--- src/design/cmfs_pkg.sv ---
// Operation
// - Primary mode-select pin low selects register-driven extended mode, high selects simple mode.
// - Primary floating, qualifier floating/high: range strap at mid selects extended mode.
// - Rate choice: edge/rate strap in simple mode, register 1h bit 10 extended.
// - DDR clock phase is 0 degrees in simple mode, register 1h bit 11 extended.
// - SDR edge: strap high rising, low falling; extended uses register 1h bit 8.
// - LVDS swing: strap high normal, low reduced; extended uses register 1h bit 9.
// - Calibration delay: strap low short, high long; extended mode always short.
// - Simple: one range strap for both channels; extended: 3h/Bh bits 15:7.
// - No offset in simple mode; extended takes 2h/Ah bits 15:7.
// - Interleave: delay strap at mid in simple mode; extended uses 9h bit 13.
// - Interleave input: I only in simple mode; extended may pick I or Q.
// - Test pattern only in extended mode when 9h bit 15 is one.
// - Trim-disable field makes the data clock run always, extended mode only.
// - Extended DDR: 1h bit 8 one gives non-demux, zero gives 1:2 demux.
// - Extended only: 1h bit 13 zero turns out-of-range pair into second clock.
// - Extended only: sample phase from Fh bits 15:7 and Eh bits 15:8.
// - Power-on reset loads extended defaults: DDR 0 deg, normal, 1:2, no adjust.
// - Simple mode: edge/rate strap floating or at mid selects DDR clocking.
// - Configuration registers have no effect while simple mode is active.
// - Serial register interface accepts writes only in extended mode.
package cmfs_pkg;
	// ====================================================================
	// Serial frame
	localparam int          FRAME_BITS       = 32;
	localparam logic [4:0]  FRAME_LAST       = 5'h1F;
	localparam logic [11:0] HDR_PATTERN      = 12'h001;
	// ====================================================================
	// Register addresses
	localparam logic [3:0]  ADDR_OUTPUT_CFG  = 4'h1;
	localparam logic [3:0]  ADDR_I_OFFSET    = 4'h2;
	localparam logic [3:0]  ADDR_I_RANGE     = 4'h3;
	localparam logic [3:0]  ADDR_EXT_CFG     = 4'h9;
	localparam logic [3:0]  ADDR_Q_OFFSET    = 4'hA;
	localparam logic [3:0]  ADDR_Q_RANGE     = 4'hB;
	localparam logic [3:0]  ADDR_PHASE_FINE  = 4'hE;
	localparam logic [3:0]  ADDR_PHASE_CRS   = 4'hF;
	// ====================================================================
	// Field positions
	localparam int          CFG_SECOND_CLK   = 13;
	localparam int          CFG_PHASE        = 11;
	localparam int          CFG_RATE_N       = 10;
	localparam int          CFG_SWING        = 9;
	localparam int          CFG_EDGE_DEMUX   = 8;
	localparam int          EXT_TEST_PAT     = 15;
	localparam int          EXT_TRIM_OFF     = 14;
	localparam int          EXT_INTERLEAVE   = 13;
	localparam int          EXT_DES_Q_SEL    = 12;
	localparam int          FIELD_MSB        = 15;
	localparam int          FIELD_LSB        = 7;
	localparam int          FINE_LSB         = 8;
	// ====================================================================
	// Power-on values and fixed codes
	localparam logic [15:0] RST_OUTPUT_CFG   = 16'hB2FF;
	localparam logic [15:0] RST_OFFSET       = 16'h0000;
	localparam logic [15:0] RST_RANGE        = 16'h8000;
	localparam logic [15:0] RST_EXT_CFG      = 16'h0000;
	localparam logic [15:0] RST_PHASE        = 16'h0000;
	localparam logic [8:0]  RANGE_NORMAL     = 9'h100;
	localparam logic [8:0]  RANGE_REDUCED    = 9'h000;
	localparam logic [8:0]  OFFSET_NONE      = 9'h000;
	localparam logic [1:0]  SETTLE_CYCLES    = 2'h3;

	typedef enum logic {CMFS_SETTLE, CMFS_HELD} cmfs_lock_t;

	// Pad comparators see neither level: pin floats or sits at mid-supply
	function automatic logic cmfs_is_mid(input logic hi, input logic lo);
		return !hi && !lo;
	endfunction : cmfs_is_mid
endpackage : cmfs_pkg

--- src/design/cmfs_wr_if.sv ---
// Decoded register write from the serial engine
interface cmfs_wr_if;
	logic        accept_en;
	logic        wr_valid;
	logic [3:0]  wr_addr;
	logic [15:0] wr_data;

	modport ser
	(
		input  accept_en,
		output wr_valid,
		output wr_addr,
		output wr_data
	);
	modport regs
	(
		output accept_en,
		input  wr_valid,
		input  wr_addr,
		input  wr_data
	);
endinterface : cmfs_wr_if

--- src/design/cmfs_serial.sv ---
module cmfs_serial
	import cmfs_pkg::*;
(
	input  wire logic clk,
	input  wire logic rstn,
	input  wire logic sclk,
	input  wire logic sdata,
	input  wire logic scs_n,
	cmfs_wr_if.ser    wr
);
	// ====================================================================
	// Pin synchronisers; third sclk stage only feeds the edge detector
	logic [2:0]  s1_q;
	logic [2:0]  s2_q;
	logic        sclk_s3_q;
	logic [31:0] shift_q;
	logic [4:0]  cnt_q;
	logic        wr_valid_q;
	logic [3:0]  wr_addr_q;
	logic [15:0] wr_data_q;
	wire         sclk_rise = s2_q[0] && !sclk_s3_q;
	wire         selected  = !s2_q[2] && wr.accept_en;
	wire  [31:0] shift_d   = {shift_q[30:0], s2_q[1]};
	wire         frame_end = selected && sclk_rise && (cnt_q == FRAME_LAST);
	wire         hdr_ok    = shift_d[31:20] == HDR_PATTERN;

	always_ff @(posedge clk or negedge rstn)
	begin
		if (!rstn) begin
			s1_q      <= 3'h4;
			s2_q      <= 3'h4;
			sclk_s3_q <= 1'b0;
		end else begin
			s1_q      <= {scs_n, sdata, sclk};
			s2_q      <= s1_q;
			sclk_s3_q <= s2_q[0];
		end
	end

	// Count wraps at 32 so frames may follow without lifting select
	always_ff @(posedge clk or negedge rstn)
	begin
		if (!rstn) begin
			shift_q <= 32'h0;
			cnt_q   <= 5'h0;
		end else if (!selected) begin
			cnt_q   <= 5'h0;
		end else if (sclk_rise) begin
			shift_q <= shift_d;
			cnt_q   <= cnt_q + 5'h1;
		end
	end

	// Bad header drops the frame silently; no status path exists
	always_ff @(posedge clk or negedge rstn)
	begin
		if (!rstn) begin
			wr_valid_q <= 1'b0;
			wr_addr_q  <= 4'h0;
			wr_data_q  <= 16'h0;
		end else begin
			wr_valid_q <= frame_end && hdr_ok;
			if (frame_end) begin
				wr_addr_q <= shift_d[19:16];
				wr_data_q <= shift_d[15:0];
			end
		end
	end

	assign wr.wr_valid = wr_valid_q;
	assign wr.wr_addr  = wr_addr_q;
	assign wr.wr_data  = wr_data_q;
endmodule : cmfs_serial

--- src/design/cmfs_top.sv ---
module cmfs_top
	import cmfs_pkg::*;
(
	input  wire logic       clk,
	input  wire logic       rstn,
	input  wire logic       mode_sel_n_hi,
	input  wire logic       mode_sel_n_lo,
	input  wire logic       mode_qual_hi,
	input  wire logic       mode_qual_lo,
	input  wire logic       range_strap_hi,
	input  wire logic       range_strap_lo,
	input  wire logic       rate_edge_hi,
	input  wire logic       rate_edge_lo,
	input  wire logic       delay_strap_hi,
	input  wire logic       delay_strap_lo,
	input  wire logic       swing_strap,
	input  wire logic       sclk,
	input  wire logic       sdata,
	input  wire logic       scs_n,
	output logic            ext_mode,
	output logic            double_rate_select_n,
	output logic            ddr_clock_phase_sel,
	output logic            sdr_edge_demux_sel,
	output logic            output_swing_sel,
	output logic            cal_delay_long,
	output logic [8:0]      range_i,
	output logic [8:0]      range_q,
	output logic [8:0]      offset_i,
	output logic [8:0]      offset_q,
	output logic            interleave_enable,
	output logic            interleave_q_input,
	output logic            test_pattern_enable,
	output logic            trim_off_clock_always,
	output logic            second_clock_n,
	output logic [8:0]      phase_coarse,
	output logic [7:0]      phase_fine
);
	// ====================================================================
	// Strap synchronisers
	logic [10:0] strap_s1_q;
	logic [10:0] strap_s2_q;

	always_ff @(posedge clk or negedge rstn)
	begin
		if (!rstn) begin
			strap_s1_q <= 11'h0;
			strap_s2_q <= 11'h0;
		end else begin
			strap_s1_q <= {swing_strap, delay_strap_hi, delay_strap_lo, rate_edge_hi,
			               rate_edge_lo, range_strap_hi, range_strap_lo, mode_qual_hi,
			               mode_qual_lo, mode_sel_n_hi, mode_sel_n_lo};
			strap_s2_q <= strap_s1_q;
		end
	end

	// Named views of the synchronised straps
	wire sel_hi    = strap_s2_q[1];
	wire sel_lo    = strap_s2_q[0];
	wire qual_hi   = strap_s2_q[3];
	wire qual_lo   = strap_s2_q[2];
	wire range_hi  = strap_s2_q[5];
	wire range_lo  = strap_s2_q[4];
	wire rate_hi   = strap_s2_q[7];
	wire rate_lo   = strap_s2_q[6];
	wire delay_hi  = strap_s2_q[9];
	wire delay_lo  = strap_s2_q[8];
	wire swing_s   = strap_s2_q[10];

	// ====================================================================
	// Control-mode resolution
	wire sel_mid   = cmfs_is_mid(sel_hi, sel_lo);
	wire qual_ok   = cmfs_is_mid(qual_hi, qual_lo) || qual_hi;
	wire range_mid = cmfs_is_mid(range_hi, range_lo);
	wire ext_pick  = sel_lo || (sel_mid && qual_ok && range_mid);

	cmfs_lock_t  lock_q;
	cmfs_lock_t  lock_d;
	logic [1:0]  settle_q;
	logic        ext_q;

	// Mode is sampled on each of the four settle cycles, the last sample kept, then frozen;
	// a board that switches it later gets no reaction by design
	always_comb
	begin
		case (lock_q)
			CMFS_SETTLE: lock_d = (settle_q == SETTLE_CYCLES) ? CMFS_HELD : CMFS_SETTLE;
			CMFS_HELD:   lock_d = CMFS_HELD;
			default:     lock_d = CMFS_SETTLE;
		endcase
	end

	always_ff @(posedge clk or negedge rstn)
	begin
		if (!rstn) begin
			lock_q   <= CMFS_SETTLE;
			settle_q <= 2'h0;
			ext_q    <= 1'b0;
		end else begin
			lock_q <= lock_d;
			if (lock_q == CMFS_SETTLE) begin
				settle_q <= settle_q + 2'h1;
				ext_q    <= ext_pick;
			end
		end
	end

	wire ext_live = (lock_q == CMFS_HELD) && ext_q;

	// ====================================================================
	// Serial engine and register file
	cmfs_wr_if wr_bus ();

	assign wr_bus.accept_en = ext_live;

	cmfs_serial u_serial
	(
		.clk   (clk),
		.rstn  (rstn),
		.sclk  (sclk),
		.sdata (sdata),
		.scs_n (scs_n),
		.wr    (wr_bus.ser)
	);

	logic [15:0] output_config_q;
	logic [15:0] i_channel_offset_q;
	logic [15:0] i_channel_range_q;
	logic [15:0] extended_config_q;
	logic [15:0] q_channel_offset_q;
	logic [15:0] q_channel_range_q;
	logic [15:0] phase_fine_adjust_q;
	logic [15:0] phase_coarse_adjust_q;

	// Address decode; unmapped and reserved addresses are dropped
	wire hit_cfg   = wr_bus.wr_valid && (wr_bus.wr_addr == ADDR_OUTPUT_CFG);
	wire hit_ioff  = wr_bus.wr_valid && (wr_bus.wr_addr == ADDR_I_OFFSET);
	wire hit_irng  = wr_bus.wr_valid && (wr_bus.wr_addr == ADDR_I_RANGE);
	wire hit_ext   = wr_bus.wr_valid && (wr_bus.wr_addr == ADDR_EXT_CFG);
	wire hit_qoff  = wr_bus.wr_valid && (wr_bus.wr_addr == ADDR_Q_OFFSET);
	wire hit_qrng  = wr_bus.wr_valid && (wr_bus.wr_addr == ADDR_Q_RANGE);
	wire hit_fine  = wr_bus.wr_valid && (wr_bus.wr_addr == ADDR_PHASE_FINE);
	wire hit_crs   = wr_bus.wr_valid && (wr_bus.wr_addr == ADDR_PHASE_CRS);

	// Power-on values of the extended settings
	always_ff @(posedge clk or negedge rstn)
	begin
		if (!rstn) begin
			output_config_q       <= RST_OUTPUT_CFG;
			i_channel_offset_q    <= RST_OFFSET;
			i_channel_range_q     <= RST_RANGE;
			extended_config_q     <= RST_EXT_CFG;
			q_channel_offset_q    <= RST_OFFSET;
			q_channel_range_q     <= RST_RANGE;
			phase_fine_adjust_q   <= RST_PHASE;
			phase_coarse_adjust_q <= RST_PHASE;
		end else begin
			if (hit_cfg)  output_config_q       <= wr_bus.wr_data;
			if (hit_ioff) i_channel_offset_q    <= wr_bus.wr_data;
			if (hit_irng) i_channel_range_q     <= wr_bus.wr_data;
			if (hit_ext)  extended_config_q     <= wr_bus.wr_data;
			if (hit_qoff) q_channel_offset_q    <= wr_bus.wr_data;
			if (hit_qrng) q_channel_range_q     <= wr_bus.wr_data;
			if (hit_fine) phase_fine_adjust_q   <= wr_bus.wr_data;
			if (hit_crs)  phase_coarse_adjust_q <= wr_bus.wr_data;
		end
	end

	// ====================================================================
	// Strap-side values
	wire rate_mid   = cmfs_is_mid(rate_hi, rate_lo);
	wire delay_mid  = cmfs_is_mid(delay_hi, delay_lo);
	wire s_rate_n   = !rate_mid;
	wire s_edge     = rate_hi;
	wire s_delay    = delay_hi;
	wire [8:0] s_rng = range_hi ? RANGE_NORMAL : RANGE_REDUCED;

	// Register-side fields
	wire r_rate_n   = output_config_q[CFG_RATE_N];
	wire r_phase    = output_config_q[CFG_PHASE];
	wire r_edge     = output_config_q[CFG_EDGE_DEMUX];
	wire r_swing    = output_config_q[CFG_SWING];
	wire r_second_n = output_config_q[CFG_SECOND_CLK];
	wire r_tp       = extended_config_q[EXT_TEST_PAT];
	wire r_trim     = extended_config_q[EXT_TRIM_OFF];
	wire r_des      = extended_config_q[EXT_INTERLEAVE];
	wire r_des_q    = extended_config_q[EXT_DES_Q_SEL];

	// One mux per control; registers are invisible in simple mode
	wire       m_rate_n  = ext_live ? r_rate_n : s_rate_n;
	wire       m_phase   = ext_live ? r_phase : 1'b0;
	wire       m_edge    = ext_live ? r_edge : s_edge;
	wire       m_swing   = ext_live ? r_swing : swing_s;
	wire       m_delay   = ext_live ? 1'b0 : s_delay;
	wire [8:0] m_rng_i   = ext_live ? i_channel_range_q[FIELD_MSB:FIELD_LSB] : s_rng;
	wire [8:0] m_rng_q   = ext_live ? q_channel_range_q[FIELD_MSB:FIELD_LSB] : s_rng;
	wire [8:0] m_off_i   = ext_live ? i_channel_offset_q[FIELD_MSB:FIELD_LSB] : OFFSET_NONE;
	wire [8:0] m_off_q   = ext_live ? q_channel_offset_q[FIELD_MSB:FIELD_LSB] : OFFSET_NONE;
	wire       m_des     = ext_live ? r_des : delay_mid;
	wire       m_des_q   = ext_live && r_des_q;
	wire       m_tp      = ext_live && r_tp;
	wire       m_trim    = ext_live && r_trim;
	wire       m_second  = ext_live ? r_second_n : 1'b1;
	wire [8:0] m_crs     = ext_live ? phase_coarse_adjust_q[FIELD_MSB:FIELD_LSB] : 9'h000;
	wire [7:0] m_fine    = ext_live ? phase_fine_adjust_q[FIELD_MSB:FINE_LSB] : 8'h00;

	// ====================================================================
	// Output flops; until the mode is held these show simple-mode values
	logic       rate_n_q;
	logic       phase_q;
	logic       edge_q;
	logic       swing_q;
	logic       delay_q;
	logic [8:0] rng_i_q;
	logic [8:0] rng_q_q;
	logic [8:0] off_i_q;
	logic [8:0] off_q_q;
	logic       des_q;
	logic       des_qsel_q;
	logic       tp_q;
	logic       trim_q;
	logic       second_q;
	logic [8:0] crs_q;
	logic [7:0] fine_q;
	logic       ext_out_q;

	always_ff @(posedge clk or negedge rstn)
	begin
		if (!rstn) begin
			{rate_n_q, phase_q, edge_q, swing_q, delay_q} <= 5'h0;
			{rng_i_q, rng_q_q, off_i_q, off_q_q}          <= 36'h0;
			{des_q, des_qsel_q, tp_q, trim_q, second_q}   <= 5'h01;
			{crs_q, fine_q, ext_out_q}                    <= 18'h0;
		end else begin
			rate_n_q   <= m_rate_n;
			phase_q    <= m_phase;
			edge_q     <= m_edge;
			swing_q    <= m_swing;
			delay_q    <= m_delay;
			rng_i_q    <= m_rng_i;
			rng_q_q    <= m_rng_q;
			off_i_q    <= m_off_i;
			off_q_q    <= m_off_q;
			des_q      <= m_des;
			des_qsel_q <= m_des_q;
			tp_q       <= m_tp;
			trim_q     <= m_trim;
			second_q   <= m_second;
			crs_q      <= m_crs;
			fine_q     <= m_fine;
			ext_out_q  <= ext_live;
		end
	end

	assign ext_mode              = ext_out_q;
	assign double_rate_select_n  = rate_n_q;
	assign ddr_clock_phase_sel   = phase_q;
	assign sdr_edge_demux_sel    = edge_q;
	assign output_swing_sel      = swing_q;
	assign cal_delay_long        = delay_q;
	assign range_i               = rng_i_q;
	assign range_q               = rng_q_q;
	assign offset_i              = off_i_q;
	assign offset_q              = off_q_q;
	assign interleave_enable     = des_q;
	assign interleave_q_input    = des_qsel_q;
	assign test_pattern_enable   = tp_q;
	assign trim_off_clock_always = trim_q;
	assign second_clock_n        = second_q;
	assign phase_coarse          = crs_q;
	assign phase_fine            = fine_q;
endmodule : cmfs_top

--- config.mk ---
export PLATFORM = sky130hd
export DESIGN_NAME = cmfs_top
export DESIGN_NICKNAME = d
export VERILOG_FILES = /design/src/design/cmfs_pkg.sv /design/src/design/cmfs_wr_if.sv /design/src/design/cmfs_serial.sv /design/src/design/cmfs_top.sv
export SDC_FILE = /design/constraint.sdc
export NUM_CORES = 1
export LEC_CHECK = 0
export BUFFER_PORTS_ARGS = -buffer_cell sky130_fd_sc_hd__buf_2
export CAP_MARGIN = 20
export CORE_MARGIN = 2
export CORE_UTILIZATION = 43
export CTS_CLUSTER_SIZE = 10
export DETAILED_ROUTE_END_ITERATION = 10
export MAX_ROUTING_LAYER = met4
export SYNTH_ARGS = -nofsm -noshare
export SYNTH_HDL_FRONTEND = slang
export SYNTH_SLANG_ARGS = --single-unit
--- constraint.sdc ---
create_clock -name clk -period 2.05 [get_ports clk]
set_input_delay 0.1025 -clock clk [delete_from_list [all_inputs] [get_ports clk]]
set_output_delay 0.1025 -clock clk [all_outputs]
set_load 0.03 [all_outputs]
==> impl_metrics.csv <==
group,metric,value,unit
run_status,run_status,"completed",
setup_path,timing.reg2reg.worst_path_depth,7,
power_and_ir_drop,power_switching_share,20.2,%
synth,main_combinational_cell_family_by_area_after_synthesis,"multiplexers",
placed_design,detailed_place.area,8000,µm²
synth,postSynth.topFlopCell,"dfrtp_1",
synth,syn_area,7300,µm²
setup_path,critPathTopFamily,"flip-flops",
power_and_ir_drop,share_clk_of_total_power,45.3,%
timing,final_period_minus_worst_setup_slack,1.82,ns
timing,setup_tns_final,0,ns
synth,synth_seq_cells,209,
worst_hold_path,worst_hold_path_type,"primary input to asynchronous set/reset pin",
floorplan,area_enclosed_by_the_die_boundary,18000,µm²
synth,synthesized_netlist_cell_count,455,
floorplan,floorplan.rows,47,
final_layout,nFillCells,1393,
synth,synthTopCellsByArea,"dfrtp_1 (69%), mux2_2 (16%), and3_1 (4.8%), dfstp_2 (2.5%), nand2_1 (0.82%)",
timing,max_freq,0.551,GHz
synth,yosys.cell_count.top_type,"dfrtp_1",
setup_path,path_common_cell,"ha_1",
setup_path,critPathKind,"flip-flop to flip-flop",
global_route,global_route.overflow_total,0,
clock_tree,clock_latency_late_sink,0.50,ns
power_and_ir_drop,p_seq_share,51.6,%
final_layout,sequential_cell_area_in_the_final_layout,5240,µm²
route,route.vias.total,3903,
timing,clock_skew,0.0183,ns
placed_design,place_hpwl,7910,µm
clock_tree,max-clock-path-buffers,3,
global_route,grt_usage,15.4,%
setup_path,worstPathCellList,"ha_1 -> and3_1 -> ha_1 -> inv_1 -> nor3_4 -> buf_4 -> mux2_2",
final_layout,regMostFlops,"u_serial.shift_q",
route,vias_per_cell,4.90,
clock_tree,buffer_cell_driving_the_clock_tree_root,"clkbuf_16",
setup_path,cp-start-kind,"flip-flop",
synth,netlist.area_leader.share,69.2,%
route,drt_first_pass_iters,4,
synth,post_synth_fa_ha_maj_area_fraction,0.514,%
final_layout,share_of_post_route_cells_with_drive_strength_above_1,41.1,%
floorplan,initial_utilization,44.0,%
global_route,first_global_vias,4104,
power_and_ir_drop,static-leakage-power,4.76,nW
synth,synthesis.area_per_instance,16.1,µm²
floorplan,core_area,16600,µm²
synth,synth-edff-count,0,
timing,worst_max_slew_margin_expressed_relative_to_the_limit,61.6,%
clock_tree,clock_sinks,209,
power_and_ir_drop,pwr_density_cell,930,nW/µm²
power_and_ir_drop,switching_power,1.66,mW
global_route,antenna_violations_before_repair,0,
timing,setup-violations-final,0,
setup_path,slowest_stage,"dfrtp_1",
floorplan,floorplan.die.width,134,µm
timing,setup_repair_after_global_routing_missed_its_margin,"no",
final_layout,finish.instance_area,8840,µm²
clock_tree,cts_htree_levels,1,
placed_design,portBuffers,79,
final_layout,multiInputGateArea,1960,µm²
synth,synth_area_leader_cell,"dfrtp_1",
route,wl_per_cell,16.3,µm
final_layout,largestRegisters,"u_serial.shift_q (31), strap_s1_q (11), strap_s2_q (11)",
floorplan,boundaryPins,80,
floorplan,fp.dieH,134,µm
route,detail-route-antenna-nets,0,
global_route,maximum_number_of_pins_on_one_net_before_global_route_repair,72,
power_and_ir_drop,worst_ir_drop_vdd,527,µV
global_route,first_pass_grt_wire_length,21300,µm
setup_path,critical_path_arrival,2.19,ns
clock_tree,tritoncts,"yes",
synth,netlist-cell-type-count,37,
setup_path,worst_path_largest_cell_delay,0.38,ns
route,drt-initial-drc-count,136,
timing,finalMaxSlewViolations,0,
synth,synth-async-reset-ratio,100,%
clock_tree,clkTransAtPathRegs,0.05,ns
setup_path,crit_path_end_kind,"flip-flop",
synth,yosys-top-cells-count,"dfrtp_1 (202), mux2_2 (105), and3_1 (56)",
power_and_ir_drop,internal_power,6.56,mW
clock_tree,numCtsBuffers,25,
synth,ys.warnings.count,0,
timing,hold_viol_final,0,
route,drc,0,
power_and_ir_drop,power_frac_comb,3.1,%
synth,synthesis.nets,474,
final_layout,area.growth.synth_to_final,21.0,%
synth,ys_seq_area_share,71.7,%
job,cap_violations,0,
setup_path,path_max_fanout,14,
setup_path,timing.critical_path.buf_inv,2,
final_layout,antenna_cells_inserted,0,
synth,synthXorXnorAreaFrac,0.360,%
setup_path,critical_path_required_time,2.42,ns
synth,synthMuxAreaShare,16.8,%
setup_path,cp.depth,7,
timing,period_share,88.6,%
final_layout,largest_reg_flops,31,
synth,post_synth_and_or_nand_nor_area_fraction,8.65,%
route,routed_wl,13000,µm
timing,worst_slew_pin_slew,0.576,ns
placed_design,finalWeightedCongestion,0.705,
synth,synth_area_in_compound_gates,0.548,%
final_layout,finish.net_count,586,
[stage by stage]
stage          setup WS (ns)  util [%]  cells  total power [mW]  hold slack [ns]
2_1_floorplan          0.324         -    455              4.41           -0.193
3_3_place_gp           0.303      48.3    745              4.54            0.140
3_5_place_dp           0.231      48.3    745              4.55            0.144
4_1_cts                0.199      53.3    797              8.36            0.190
5_1_grt                0.108      53.3    797              8.58            0.214
6_report               0.234      53.3    797              8.22            0.176
[logic make-up (layout without fill, tap and decap cells)]
logic type,Yosys count,count (layout)
AOI/OAI and AO/OA,6,6
xor gates and xnor gates,3,3
adders and majority gates,3,3
buffers and inverters,22,144
DFF,209,209
muxes,109,109
and+or+nand+nor,103,103
[metal layers]
layer	track usage, %	part of all wire, %	up-vias
li1	-	-	1803
met1	20.5	46	2003
met2	24.0	48	78
met3	2.83	4.4	19
met4	5.20	1.6	0
met5	-	0	-
[path summary, 6_finish.rpt]
| check | slack [ns] | end | from |
|---|---|---|---|
| setup / recovery | 0.23 | u_serial.wr.wr_data[13] | u_serial.cnt_q[0] |
| hold / removal | 0.18 | offset_q[2] | rstn |
| setup reg to reg | 0.23 | u_serial.wr.wr_data[13] | u_serial.cnt_q[0] |
| hold reg to reg | 0.35 | strap_s2_q[8] | strap_s1_q[8] |
| max in group asynchronous | 1.13 | output_config_q[9] | rstn |
| min in group clk | 0.24 | strap_s1_q[10] | swing_strap |
[cell usage in the layout (no fill, tap or decap), types with 2 or more instances in the layout]
| cell type | count |
|---|---|
| nand3b_1 | 3 |
| nor2_1 | 4 |
| nand3_1 | 2 |
| and3_1 | 56 |
| mux2i_1 | 2 |
| mux2_2 | 105 |
| clkbuf_1 | 10 |
| buf_12 | 3 |
| dfstp_2 | 7 |
| nand2_1 | 16 |
| clkbuf_16 | 25 |
| nand2b_1 | 5 |
| ha_1 | 3 |
| mux2_1 | 2 |
| inv_1 | 2 |
| o21ai_0 | 2 |
| buf_2 | 78 |
| nor4_1 | 2 |
| xor2_1 | 2 |
| buf_4 | 7 |
| dfrtp_1 | 202 |
| clkbuf_8 | 2 |
| nor2_2 | 5 |
| dlygate4sd3_1 | 15 |
[area by class of cell]
cell class              instances  area share (%)
clock inverters                 1          0.0991
inverters                       3           0.127
flip-flops and latches        209            59.3
repair buffers                104            7.55
clock buffers                  36            7.66
well taps                     220            3.11
multi-input cells             224            22.2
[power by group through the flow]
stage          Combinational, mW  Clock (mW)  Sequential (mW)
6_report                   0.255        3.72             4.24
5_1_grt                    0.287        4.04             4.25
4_1_cts                    0.263        3.85             4.24
3_5_place_dp               0.240           0             4.31
3_3_place_gp               0.234           0             4.31
2_1_floorplan             0.0822           0             4.33
[timing repair]
item,4_1_cts,5_1_grt
hold buffers,15,0
setup buffers,0,0
gates resized for setup,0,0
hold endpoints to repair,80,0
(Power assumes the default switching activity.)
